<file path="src/hw/cms_pkg.sv">
// shared constants and types for the card mode and voltage setup link
package cms_pkg;
	localparam int CMD_W = 6;
	localparam int ARG_W = 32;
	localparam int RSP_W = 32;
	localparam int CID_W_DEF = 16;
	// command indices
	localparam logic [5:0] CMD_SOFT_RESET = 6'h00;
	localparam logic [5:0] CMD_OP_COND = 6'h01;
	localparam logic [5:0] CMD_ID_BCAST = 6'h02;
	localparam logic [5:0] CMD_ASSIGN_ADDR = 6'h03;
	localparam logic [5:0] CMD_SET_DRIVER = 6'h04;
	localparam logic [5:0] CMD_SELECT = 6'h07;
	localparam logic [5:0] CMD_STOP = 6'h0c;
	localparam logic [5:0] CMD_STATUS = 6'h0d;
	localparam logic [5:0] CMD_GO_INACTIVE = 6'h0f;
	localparam logic [5:0] CMD_READ_BLK = 6'h11;
	localparam logic [5:0] CMD_WRITE_BLK = 6'h18;
	localparam logic [5:0] CMD_IRQ_MODE = 6'h28;
	// argument and response fields
	localparam int ADDR_LSB = 16;
	localparam int WIN_W = 24;
	localparam int READY_BIT = 31;
	localparam logic [15:0] RCA_DEFAULT = 16'h0001;
	localparam logic [15:0] RCA_ALL = 16'h0000;
	localparam logic [15:0] DSR_DEFAULT = 16'h0000;
	localparam logic [23:0] OCR_DEFAULT = 24'hff8000;
	// arbitrary id number, any unique value will do
	localparam logic [15:0] CID_DEFAULT = 16'h5a3c;
	// timing counts at 50 MHz
	localparam int CLK_MHZ = 50;
	localparam int BUSY_US = 10;
	localparam int BUSY_CYC = BUSY_US * CLK_MHZ;
	localparam int PRG_CYC = 8;
	localparam int RSP_TIMEOUT = 4;
	// card states, one-hot
	typedef enum logic [10:0] {
		ST_INACTIVE = 11'h001,
		ST_IDLE = 11'h002,
		ST_READY = 11'h004,
		ST_IDENT = 11'h008,
		ST_STBY = 11'h010,
		ST_TRAN = 11'h020,
		ST_DATA = 11'h040,
		ST_RCV = 11'h080,
		ST_PRG = 11'h100,
		ST_DIS = 11'h200,
		ST_IRQ = 11'h400
	} cms_state_t;
	function automatic logic cms_is_open_drain(input cms_state_t s);
		return (s == ST_INACTIVE) || (s == ST_IDLE) || (s == ST_READY) || (s == ST_IDENT);
	endfunction
endpackage

</file>
<file path="src/hw/cms_link_if.sv">
// command link between the bus host and one card
`timescale 1ns/100ps
interface cms_link_if;
	import cms_pkg::*;
	// host side
	logic cmd_stb;
	logic [CMD_W-1:0] cmd_idx;
	logic [ARG_W-1:0] cmd_arg;
	logic alt_sel;
	// card side
	logic [RSP_W-1:0] rsp_out;
	logic rsp_oe;
	logic id_out;
	logic id_oe;
	// resolved open-drain lines with pull-up
	logic [RSP_W-1:0] rsp_line;
	logic id_line;
	assign rsp_line = rsp_oe ? rsp_out : {RSP_W{1'b1}};
	assign id_line = id_oe ? id_out : 1'b1;
	modport host (output cmd_stb, cmd_idx, cmd_arg, alt_sel, input rsp_oe, rsp_line, id_oe, id_line);
	modport card (input cmd_stb, cmd_idx, cmd_arg, alt_sel, id_line, output rsp_out, rsp_oe,
		id_out, id_oe);
endinterface

</file>
<file path="src/hw/cms_card.sv">
// card end: operation modes, reset defaults, voltage setup, identification
`timescale 1ns/100ps
module cms_card
	import cms_pkg::*;
#(
	parameter int CID_W = CID_W_DEF,
	parameter int BUSY_CYCLES = BUSY_CYC,
	parameter logic [23:0] OCR_RANGE = OCR_DEFAULT,
	parameter bit FULL_RANGE = 1'b0,
	parameter logic [CID_W_DEF-1:0] CID_VALUE = CID_DEFAULT
) (
	// clock and reset
	input wire logic core_clk,
	input wire logic arst_n,
	input wire logic ce,
	// link
	cms_link_if.card link,
	// card internals
	input wire logic irq_event,
	output cms_state_t state_ff,
	output logic push_pull_ff,
	output logic alt_mode_ff,
	output logic [15:0] rca_ff,
	output logic [15:0] dsr_ff,
	output logic [23:0] window_ff
);
	cms_state_t nxt_state;
	logic [31:0] busy_cnt_ff;
	logic [7:0] id_bit_ff;
	logic [CID_W-1:0] id_shift_ff;
	logic id_active_ff;
	logic [3:0] prg_cnt_ff;
	logic [RSP_W-1:0] rsp_out_ff;
	logic rsp_oe_ff;
	logic id_out_ff;
	logic id_oe_ff;
	logic own_addr;
	logic soft_reset;
	logic busy;
	logic [23:0] cmd_win;
	logic win_bad;
	logic id_done;
	logic id_lost;
	logic send_rsp;
	logic [RSP_W-1:0] rsp_val;

	assign link.rsp_out = rsp_out_ff;
	assign link.rsp_oe = rsp_oe_ff;
	assign link.id_out = id_out_ff;
	assign link.id_oe = id_oe_ff;

	assign own_addr = link.cmd_arg[ARG_W-1:ADDR_LSB] == rca_ff;
	assign busy = busy_cnt_ff != 32'h0000_0000;
	assign cmd_win = link.cmd_arg[WIN_W-1:0];
	// window outside the card range, unless full-range card ignores it
	assign win_bad = !FULL_RANGE && (cmd_win != 24'h000000) && ((cmd_win & OCR_RANGE) == 24'h000000);
	// software reset: refused while inactive unless it selects alternate mode
	assign soft_reset = link.cmd_stb && link.cmd_idx == CMD_SOFT_RESET &&
		(state_ff != ST_INACTIVE || link.alt_sel);
	assign id_lost = id_active_ff && (link.id_line != id_out_ff);
	assign id_done = id_active_ff && !id_lost && id_bit_ff == 8'(CID_W - 1);

	// state transitions
	always_comb begin
		nxt_state = state_ff;
		send_rsp = 1'b0;
		rsp_val = {RSP_W{1'b0}};
		if (soft_reset) begin
			nxt_state = ST_IDLE;
		end else if (state_ff == ST_IRQ && (link.cmd_stb || irq_event)) begin
			nxt_state = ST_STBY;
			send_rsp = irq_event && !link.cmd_stb;
			rsp_val = {rca_ff, 16'h0000};
		end else if (id_done) begin
			nxt_state = ST_IDENT;
		end else if (state_ff == ST_PRG && prg_cnt_ff == 4'(PRG_CYC - 1)) begin
			nxt_state = ST_TRAN;
		end else if (state_ff == ST_DIS && prg_cnt_ff == 4'(PRG_CYC - 1)) begin
			nxt_state = ST_STBY;
		end else if (link.cmd_stb && !alt_mode_ff) begin
			case (link.cmd_idx)
				CMD_OP_COND: begin
					if (state_ff == ST_IDLE || state_ff == ST_READY) begin
						if (win_bad) begin
							nxt_state = ST_INACTIVE;
						end else begin
							send_rsp = 1'b1;
							// ready bit low while busy dominates the wired-AND
							rsp_val = {!busy, 7'h00, OCR_RANGE};
							if (!busy && cmd_win != 24'h000000) begin
								nxt_state = ST_READY;
							end
						end
					end
				end
				CMD_ASSIGN_ADDR: begin
					if (state_ff == ST_IDENT) begin
						nxt_state = ST_STBY;
						send_rsp = 1'b1;
						rsp_val = {link.cmd_arg[ARG_W-1:ADDR_LSB], 16'h0000};
					end
				end
				CMD_SELECT: begin
					if (own_addr && state_ff == ST_STBY) begin
						nxt_state = ST_TRAN;
						send_rsp = 1'b1;
						rsp_val = {21'h000000, state_ff};
					end else if (own_addr && state_ff == ST_PRG) begin
						nxt_state = ST_DIS;
					end else if (state_ff == ST_TRAN || state_ff == ST_DATA) begin
						nxt_state = ST_STBY;
					end else if (state_ff == ST_DIS && own_addr) begin
						nxt_state = ST_PRG;
					end
				end
				CMD_STATUS: begin
					if (own_addr && !cms_is_open_drain(state_ff)) begin
						send_rsp = 1'b1;
						rsp_val = {21'h000000, state_ff};
					end
				end
				CMD_GO_INACTIVE: begin
					if (own_addr && !cms_is_open_drain(state_ff)) begin
						nxt_state = ST_INACTIVE;
					end
				end
				CMD_READ_BLK: begin
					if (state_ff == ST_TRAN) begin
						nxt_state = ST_DATA;
					end
				end
				CMD_WRITE_BLK: begin
					if (state_ff == ST_TRAN) begin
						nxt_state = ST_RCV;
					end
				end
				CMD_STOP: begin
					if (state_ff == ST_DATA) begin
						nxt_state = ST_TRAN;
					end else if (state_ff == ST_RCV) begin
						nxt_state = ST_PRG;
					end
				end
				CMD_IRQ_MODE: begin
					if (state_ff == ST_STBY) begin
						nxt_state = ST_IRQ;
					end
				end
				default: begin
					nxt_state = state_ff;
				end
			endcase
		end
	end

	// state register, power-on gives idle
	always_ff @(posedge core_clk or negedge arst_n) begin
		if (!arst_n) begin
			state_ff <= ST_IDLE;
		end else if (ce) begin
			state_ff <= nxt_state;
		end
	end

	// bus drive mode follows state
	always_ff @(posedge core_clk or negedge arst_n) begin
		if (!arst_n) begin
			push_pull_ff <= 1'b0;
		end else if (ce) begin
			push_pull_ff <= !cms_is_open_drain(nxt_state);
		end
	end

	// native or alternate serial mode
	always_ff @(posedge core_clk or negedge arst_n) begin
		if (!arst_n) begin
			alt_mode_ff <= 1'b0;
		end else if (ce && soft_reset) begin
			alt_mode_ff <= link.alt_sel;
		end
	end

	// address, driver stage and voltage window
	always_ff @(posedge core_clk or negedge arst_n) begin
		if (!arst_n) begin
			rca_ff <= RCA_DEFAULT;
			dsr_ff <= DSR_DEFAULT;
			window_ff <= 24'h000000;
		end else if (ce) begin
			if (soft_reset) begin
				rca_ff <= RCA_DEFAULT;
				dsr_ff <= DSR_DEFAULT;
				window_ff <= 24'h000000;
			end else if (link.cmd_stb && !alt_mode_ff) begin
				if (link.cmd_idx == CMD_ASSIGN_ADDR && state_ff == ST_IDENT) begin
					rca_ff <= link.cmd_arg[ARG_W-1:ADDR_LSB];
				end
				if (link.cmd_idx == CMD_SET_DRIVER && state_ff == ST_STBY) begin
					dsr_ff <= link.cmd_arg[ARG_W-1:ADDR_LSB];
				end
				// first window accepted sticks; later changes ignored
				if (nxt_state == ST_READY && window_ff == 24'h000000) begin
					window_ff <= cmd_win;
				end
			end
		end
	end

	// power-up and reset busy time
	always_ff @(posedge core_clk or negedge arst_n) begin
		if (!arst_n) begin
			busy_cnt_ff <= 32'(BUSY_CYCLES);
		end else if (ce) begin
			if (soft_reset) begin
				busy_cnt_ff <= 32'(BUSY_CYCLES);
			end else if (busy) begin
				busy_cnt_ff <= busy_cnt_ff - 32'h0000_0001;
			end
		end
	end

	// programming and disconnect completion timer
	always_ff @(posedge core_clk or negedge arst_n) begin
		if (!arst_n) begin
			prg_cnt_ff <= 4'h0;
		end else if (ce) begin
			if (state_ff != nxt_state || (state_ff != ST_PRG && state_ff != ST_DIS)) begin
				prg_cnt_ff <= 4'h0;
			end else begin
				prg_cnt_ff <= prg_cnt_ff + 4'h1;
			end
		end
	end

	// response on command line only, one cycle
	always_ff @(posedge core_clk or negedge arst_n) begin
		if (!arst_n) begin
			rsp_out_ff <= {RSP_W{1'b1}};
			rsp_oe_ff <= 1'b0;
		end else if (ce) begin
			rsp_oe_ff <= send_rsp && !soft_reset;
			rsp_out_ff <= send_rsp ? rsp_val : {RSP_W{1'b1}};
		end
	end

	// identification number sent msb first, compared with the line
	always_ff @(posedge core_clk or negedge arst_n) begin
		if (!arst_n) begin
			id_active_ff <= 1'b0;
			id_bit_ff <= 8'h00;
			id_shift_ff <= {CID_W{1'b0}};
			id_out_ff <= 1'b1;
			id_oe_ff <= 1'b0;
		end else if (ce) begin
			if (soft_reset || id_lost || id_done) begin
				id_active_ff <= 1'b0;
				id_oe_ff <= 1'b0;
				id_out_ff <= 1'b1;
			end else if (link.cmd_stb && link.cmd_idx == CMD_ID_BCAST && state_ff == ST_READY &&
				!alt_mode_ff) begin
				id_active_ff <= 1'b1;
				id_bit_ff <= 8'h00;
				id_out_ff <= CID_VALUE[CID_W-1];
				id_shift_ff <= {CID_VALUE[CID_W-2:0], 1'b0};
				id_oe_ff <= 1'b1;
			end else if (id_active_ff) begin
				id_bit_ff <= id_bit_ff + 8'h01;
				id_out_ff <= id_shift_ff[CID_W-1];
				id_shift_ff <= {id_shift_ff[CID_W-2:0], 1'b0};
			end
		end
	end
endmodule

</file>
<file path="src/flat_wrapper.sv">
// flat-port wrapper written by rule: the top's interface ports become plain ports
module cms_card_flat import cms_pkg::*;
#(
	parameter int CID_W = CID_W_DEF,
	parameter int BUSY_CYCLES = BUSY_CYC,
	parameter logic [23:0] OCR_RANGE = OCR_DEFAULT,
	parameter bit FULL_RANGE = 1'b0,
	parameter logic [CID_W_DEF-1:0] CID_VALUE = CID_DEFAULT
)
  (core_clk, arst_n, ce, irq_event, state_ff, push_pull_ff, alt_mode_ff, rca_ff, dsr_ff, window_ff, link_cmd_stb, link_cmd_idx, link_cmd_arg, link_alt_sel, link_rsp_out, link_rsp_oe, link_id_out, link_id_oe);
  cms_link_if link_i ();
  input wire logic core_clk;
  input wire logic arst_n;
  input wire logic ce;
  input wire logic irq_event;
  output cms_state_t state_ff;
  output logic push_pull_ff;
  output logic alt_mode_ff;
  output logic [15:0] rca_ff;
  output logic [15:0] dsr_ff;
  output logic [23:0] window_ff;
  input wire logic [$bits(link_i.cmd_stb)-1:0] link_cmd_stb;
  input wire logic [$bits(link_i.cmd_idx)-1:0] link_cmd_idx;
  input wire logic [$bits(link_i.cmd_arg)-1:0] link_cmd_arg;
  input wire logic [$bits(link_i.alt_sel)-1:0] link_alt_sel;
  output wire logic [$bits(link_i.rsp_out)-1:0] link_rsp_out;
  output wire logic [$bits(link_i.rsp_oe)-1:0] link_rsp_oe;
  output wire logic [$bits(link_i.id_out)-1:0] link_id_out;
  output wire logic [$bits(link_i.id_oe)-1:0] link_id_oe;
  assign link_i.cmd_stb = link_cmd_stb;
  assign link_i.cmd_idx = link_cmd_idx;
  assign link_i.cmd_arg = link_cmd_arg;
  assign link_i.alt_sel = link_alt_sel;
  assign link_rsp_out = link_i.rsp_out;
  assign link_rsp_oe = link_i.rsp_oe;
  assign link_id_out = link_i.id_out;
  assign link_id_oe = link_i.id_oe;
  cms_card #(.CID_W(CID_W), .BUSY_CYCLES(BUSY_CYCLES), .OCR_RANGE(OCR_RANGE), .FULL_RANGE(FULL_RANGE), .CID_VALUE(CID_VALUE)) u_core (.core_clk(core_clk), .arst_n(arst_n), .ce(ce), .link(link_i), .irq_event(irq_event), .state_ff(state_ff), .push_pull_ff(push_pull_ff), .alt_mode_ff(alt_mode_ff), .rca_ff(rca_ff), .dsr_ff(dsr_ff), .window_ff(window_ff));
endmodule
</file>
<file path="config.mk">
export PLATFORM = sky130hd
export DESIGN_NAME = cms_card_flat
export DESIGN_NICKNAME = d
export VERILOG_FILES = /design/src/hw/cms_pkg.sv /design/src/hw/cms_link_if.sv /design/src/hw/cms_card.sv /design/src/flat_wrapper.sv
export SDC_FILE = /design/constraint.sdc
export NUM_CORES = 1
export LEC_CHECK = 0
export ABC_AREA = 1
export ABC_CLOCK_PERIOD_IN_PS = 2400
export BUFFER_PORTS_ARGS = -buffer_cell sky130_fd_sc_hd__buf_2
export CAP_MARGIN = 20
export CELL_PAD_IN_SITES_DETAIL_PLACEMENT = 0
export CELL_PAD_IN_SITES_GLOBAL_PLACEMENT = 2
export CORE_MARGIN = 2
export CORE_UTILIZATION = 30
export CTS_BUF_LIST = sky130_fd_sc_hd__clkbuf_16
export DETAILED_ROUTE_END_ITERATION = 6
export PLACE_DENSITY = 0.86
export SYNTH_ARGS = -nofsm -noshare
export SYNTH_HDL_FRONTEND = slang
export SYNTH_SLANG_ARGS = --single-unit
</file>
<file path="constraint.sdc">
create_clock -name core_clk -period 2.4 [get_ports core_clk]
set_input_delay 0.48 -clock core_clk [delete_from_list [all_inputs] [get_ports core_clk]]
set_output_delay 0.48 -clock core_clk [all_outputs]
set_load 0.05 [all_outputs]
</file>
==> qor.yml <==
status:
  status: "finished with violations"
  violations: "setup timing"
pwr:
  cellLeakagePower_uw: 0.00715
  total_power_uw: 8460
  irDropWorstVdd_v: 0.000502
  p_per_area_nw_per_um2: 581
logic_synthesis:
  synth-seq-area-share: 0.432
  syn_inst: 1231
  syn_avg_cell_area_um2: 7.53
  synth_fp_nets: 1278
  yosys_register_bits: 158
  synth.distinct_cells: 53
  async_flop_share: 1.00
  ys.flop_type: "dfrtp_1"
  syn_area_um2: 9270
  synth_edf_count: 0
  yosys_warnings: 0
timing:
  finClkSkew_ns: 0.0194
  slew_headroom: 0.680
  max_freq_ghz: 0.355
  rsz0062_at_grt: "true"
  hold_violations: 0
  setup_slack_ns: -0.418
  fin_crit_sh: 1.17
  setup_viol: 65
  period_needed_ns: 2.82
  drv_slew: 0
  worst_pin_slew_ns: 0.480
final_layout:
  syn_to_final_growth_pct: 57.3
  nets: 1748
  num-fill-cells: 2998
  fin_util: 0.478
  drive_gt1_frac: 0.472
worst_setup_path:
  arrival_ns: 3.15
  crit_fanout: 6
  slowest_delay_ns: 0.65
  critPathKind: "flip-flop to flip-flop"
  end_kind: "flip-flop"
  crit_path_frequent_cell: "nand2_2"
  worstPathRequired_ns: 2.73
  start_kind: "flip-flop"
  crit_slowest_cell: "dfstp_4"
  worstPathCellList: "inv_4 > nor2_2 > nand2_1 > nand2_1 > nand2_2 > inv_2 > nand2_2 > nor2_2 > buf_4 > nor2_4 > nor2_4 > nand2_2 > o21ai_2 > nand3_2 > nand2_2 > nand2_4 > nor2_8 > nand3_4 > clkbuf_16 > nand3_2 > nand2_1"
cts:
  clk_latency_ns: 0.45
  clock_path_buffers: 2
  path_clk_slew_ns: 0.07
  root_buffer: "clkbuf_16"
  cts.sinks: 158
  cts_made_buffers: 17
  htreeDepth: 4
  cts_tree: "done"
place:
  dp_hpwl_mm: 24.3
  place.gp.congestion: 0.904
  io_buffers: 147
detailed_routing:
  vias: 9964
  drc: 0
  wire_per_inst_um: 15.6
  firstDrtPassIters: 5
  drtIter0Drc: 647
  wirelength_mm: 32.9
  ant_nets: 0
  routed_via_density: 4.72
floorplan:
  fp-row-count: 64
  start_util: 0.304
  die_h_um: 180
  die_w_um: 180
  core_um2: 30500
  die_area_um2: 32300
  pin_count: 148
global_route:
  grt-ovfl-total: 0
  grt_pass1_vias: 9880
  antenna_found_initial: 1
  grt_max_degree: 65
  grtUsageTotal: 0.201
  grt_pass1_wl_mm: 52.3
hold_path:
  hold_class: "input port to flip-flop"
job:
  drv_cap: 0
==> cells in the mapped netlist, types with 2 or more instances <==
library cell  count  share of area
a21o_1            3         0.0024
a21oi_1          46          0.025
a21oi_2           3         0.0028
a22oi_1           6         0.0049
buf_2             6         0.0032
buf_4             6         0.0049
buf_6             4         0.0049
clkbuf_1         20         0.0081
clkinv_1          5         0.0020
dfrtp_1         120           0.32
dfstp_2          38           0.11
ha_1              3         0.0041
inv_1           152          0.062
inv_2            21         0.0085
nand2_1         280           0.11
nand2_2          13         0.0088
nand2_4           3         0.0036
nand3_1          77          0.042
nand3_2          28          0.030
nand3_4           2         0.0038
nand3b_1          2         0.0016
nand4_1          46          0.031
nor2_1          135          0.055
nor2_2           15          0.010
nor2_4            3         0.0036
nor2_8            4         0.0086
nor3_1           20          0.011
nor3_2            2         0.0022
nor3b_1           2         0.0016
nor4_1           14         0.0094
o21a_1            3         0.0024
o21ai_0          90          0.049
o21ai_1           9         0.0049
o221ai_1         13          0.012
o22ai_1           7         0.0047
o31ai_1           4         0.0032
or2_2             2         0.0013
xnor2_1           2         0.0019
xor2_1            8         0.0076
==> through the flow <==
step	cells	setup TNS (ns)	cell area (µm²)	setup slack, ns	hold WS, ns
final	2111	-15.15	14600	-0.418	0.315
after global routing	2110	-28.06	14600	-0.592	0.317
after CTS	2092	-9.10	13900	-0.324	0.304
after detailed placement	2032	-34.11	12700	-0.588	0.426
after global placement	2032	-32.25	12700	-0.612	0.423
after floorplan	1231	-3.78	9370	-0.175	0.184
==> sequential cells by signal, indices dropped and copies added (netlist names) <==
signal / count
u_core.id_active_ff: 1
u_core.link.rsp_out: 29
u_core.id_shift_ff: 13
u_core.push_pull_ff: 1
u_core.window_ff: 24
u_core.link.rsp_oe: 1
u_core.dsr_ff: 16
u_core.prg_cnt_ff: 4
u_core.busy_cnt_ff: 32
u_core.link.id_out: 1
u_core.id_bit_ff: 8
u_core.rca_ff: 16
u_core.alt_mode_ff: 1
u_core.state_ff: 11
==> layer usage <==
metal,track usage,vias to the layer above,share of wire
li1,-,4997,-
met1,0.270,4711,0.46
met2,0.335,212,0.48
met3,0.0344,44,0.042
met4,0.0540,0,0.015
met5,0,-,0
==> logic make-up (layout without fill, tap and decap cells) <==
family | count (synthesis) | after routing | share of synthesized area
compound gates | 196 | 196 | 0.124
xor+xnor | 10 | 10 | 0.00945
fa+ha+maj | 3 | 3 | 0.00405
buf+inv | 215 | 698 | 0.0935
flops | 158 | 158 | 0.432
other cells | 0 | 1 | 0
simple gates | 649 | 649 | 0.337
==> worst max-delay path, delay by kind of cell, from the launching register on <==
family | cells | cell delay [ns]
simple gates | 16 | 1.36
flops | 1 | 0.65
buf+inv | 4 | 0.48
compound gates | 1 | 0.20
==> power breakdown <==
part / switching [µW] / internal, µW
Sequential: 149 / 2920
Combinational: 1390 / 1060
Clock: 1210 / 1740
Total: 2740 / 5720
==> path summary, 6_finish.rpt <==
check / slack, ns / cells after the start / start / endpoint
max: -0.42 / 21 / u_core.state_ff[1]$_DFFE_PN1P_ / u_core.window_ff[10]$_DFFE_PN0P_
min: 0.32 / 3 / link_cmd_arg[3] / u_core.window_ff[3]$_DFFE_PN0P_
max reg2reg: -0.42 / 21 / u_core.state_ff[1]$_DFFE_PN1P_ / u_core.window_ff[10]$_DFFE_PN0P_
min reg2reg: 0.49 / 2 / u_core.dsr_ff[12]$_DFFE_PN0P_ / u_core.dsr_ff[12]$_DFFE_PN0P_
max in group asynchronous: 1.09 / 3 / arst_n / u_core.link.rsp_out[8]$_DFFE_PN1P_
min in group asynchronous: 0.56 / 2 / arst_n / u_core.busy_cnt_ff[10]$_DFFE_PN0P_
==> cells in the final DEF, fill, tap and decap left out, types with 6 or more instances in the layout <==
master     instances
nand2_1          249
nor3_1            14
dfrtp_1          100
dfstp_2           37
nand2_4            9
buf_12            11
nor2_1           104
inv_1            148
nand2_2           38
nand4_1           46
nand3_4            9
o21ai_2           10
o221ai_2          13
nand3_1           50
nor4_1            12
nor2_2            24
o21ai_1           39
nor3_2             6
o21ai_0           51
xor2_1             8
a21oi_1           41
o22ai_1            7
buf_2            146
nor2_4            25
dfrtp_2           20
inv_2             25
nand3_2           48
buf_4            304
a22oi_1            6
clkbuf_16         20
buf_6             22
==> final cells by class <==
class                      count  area (µm²)  area share
inverter                     178         683      0.0469
sequential                   158        4030       0.276
antenna                        1        2.50    0.000172
clock buffer                  17         425      0.0292
clock inverter                15         198      0.0136
tap                          396         495      0.0340
timing repair buffer         488        3590       0.247
multi-input combinational    858        5150       0.353
==> what timing repair did <==
| action | 4_1_cts | 5_1_grt |
|---|---|---|
| endpoints found under the setup margin | 72 | 88 |
| cloned | 1 | 4 |
| pin swaps | 14 | 37 |
| gates resized for setup | 88 | 147 |
| buffers inserted | 26 | 16 |
| hold buffers | 1 | 0 |
| endpoints found under the hold margin | 36 | 0 |
No activity file was read; power rests on OpenSTA's default activity.
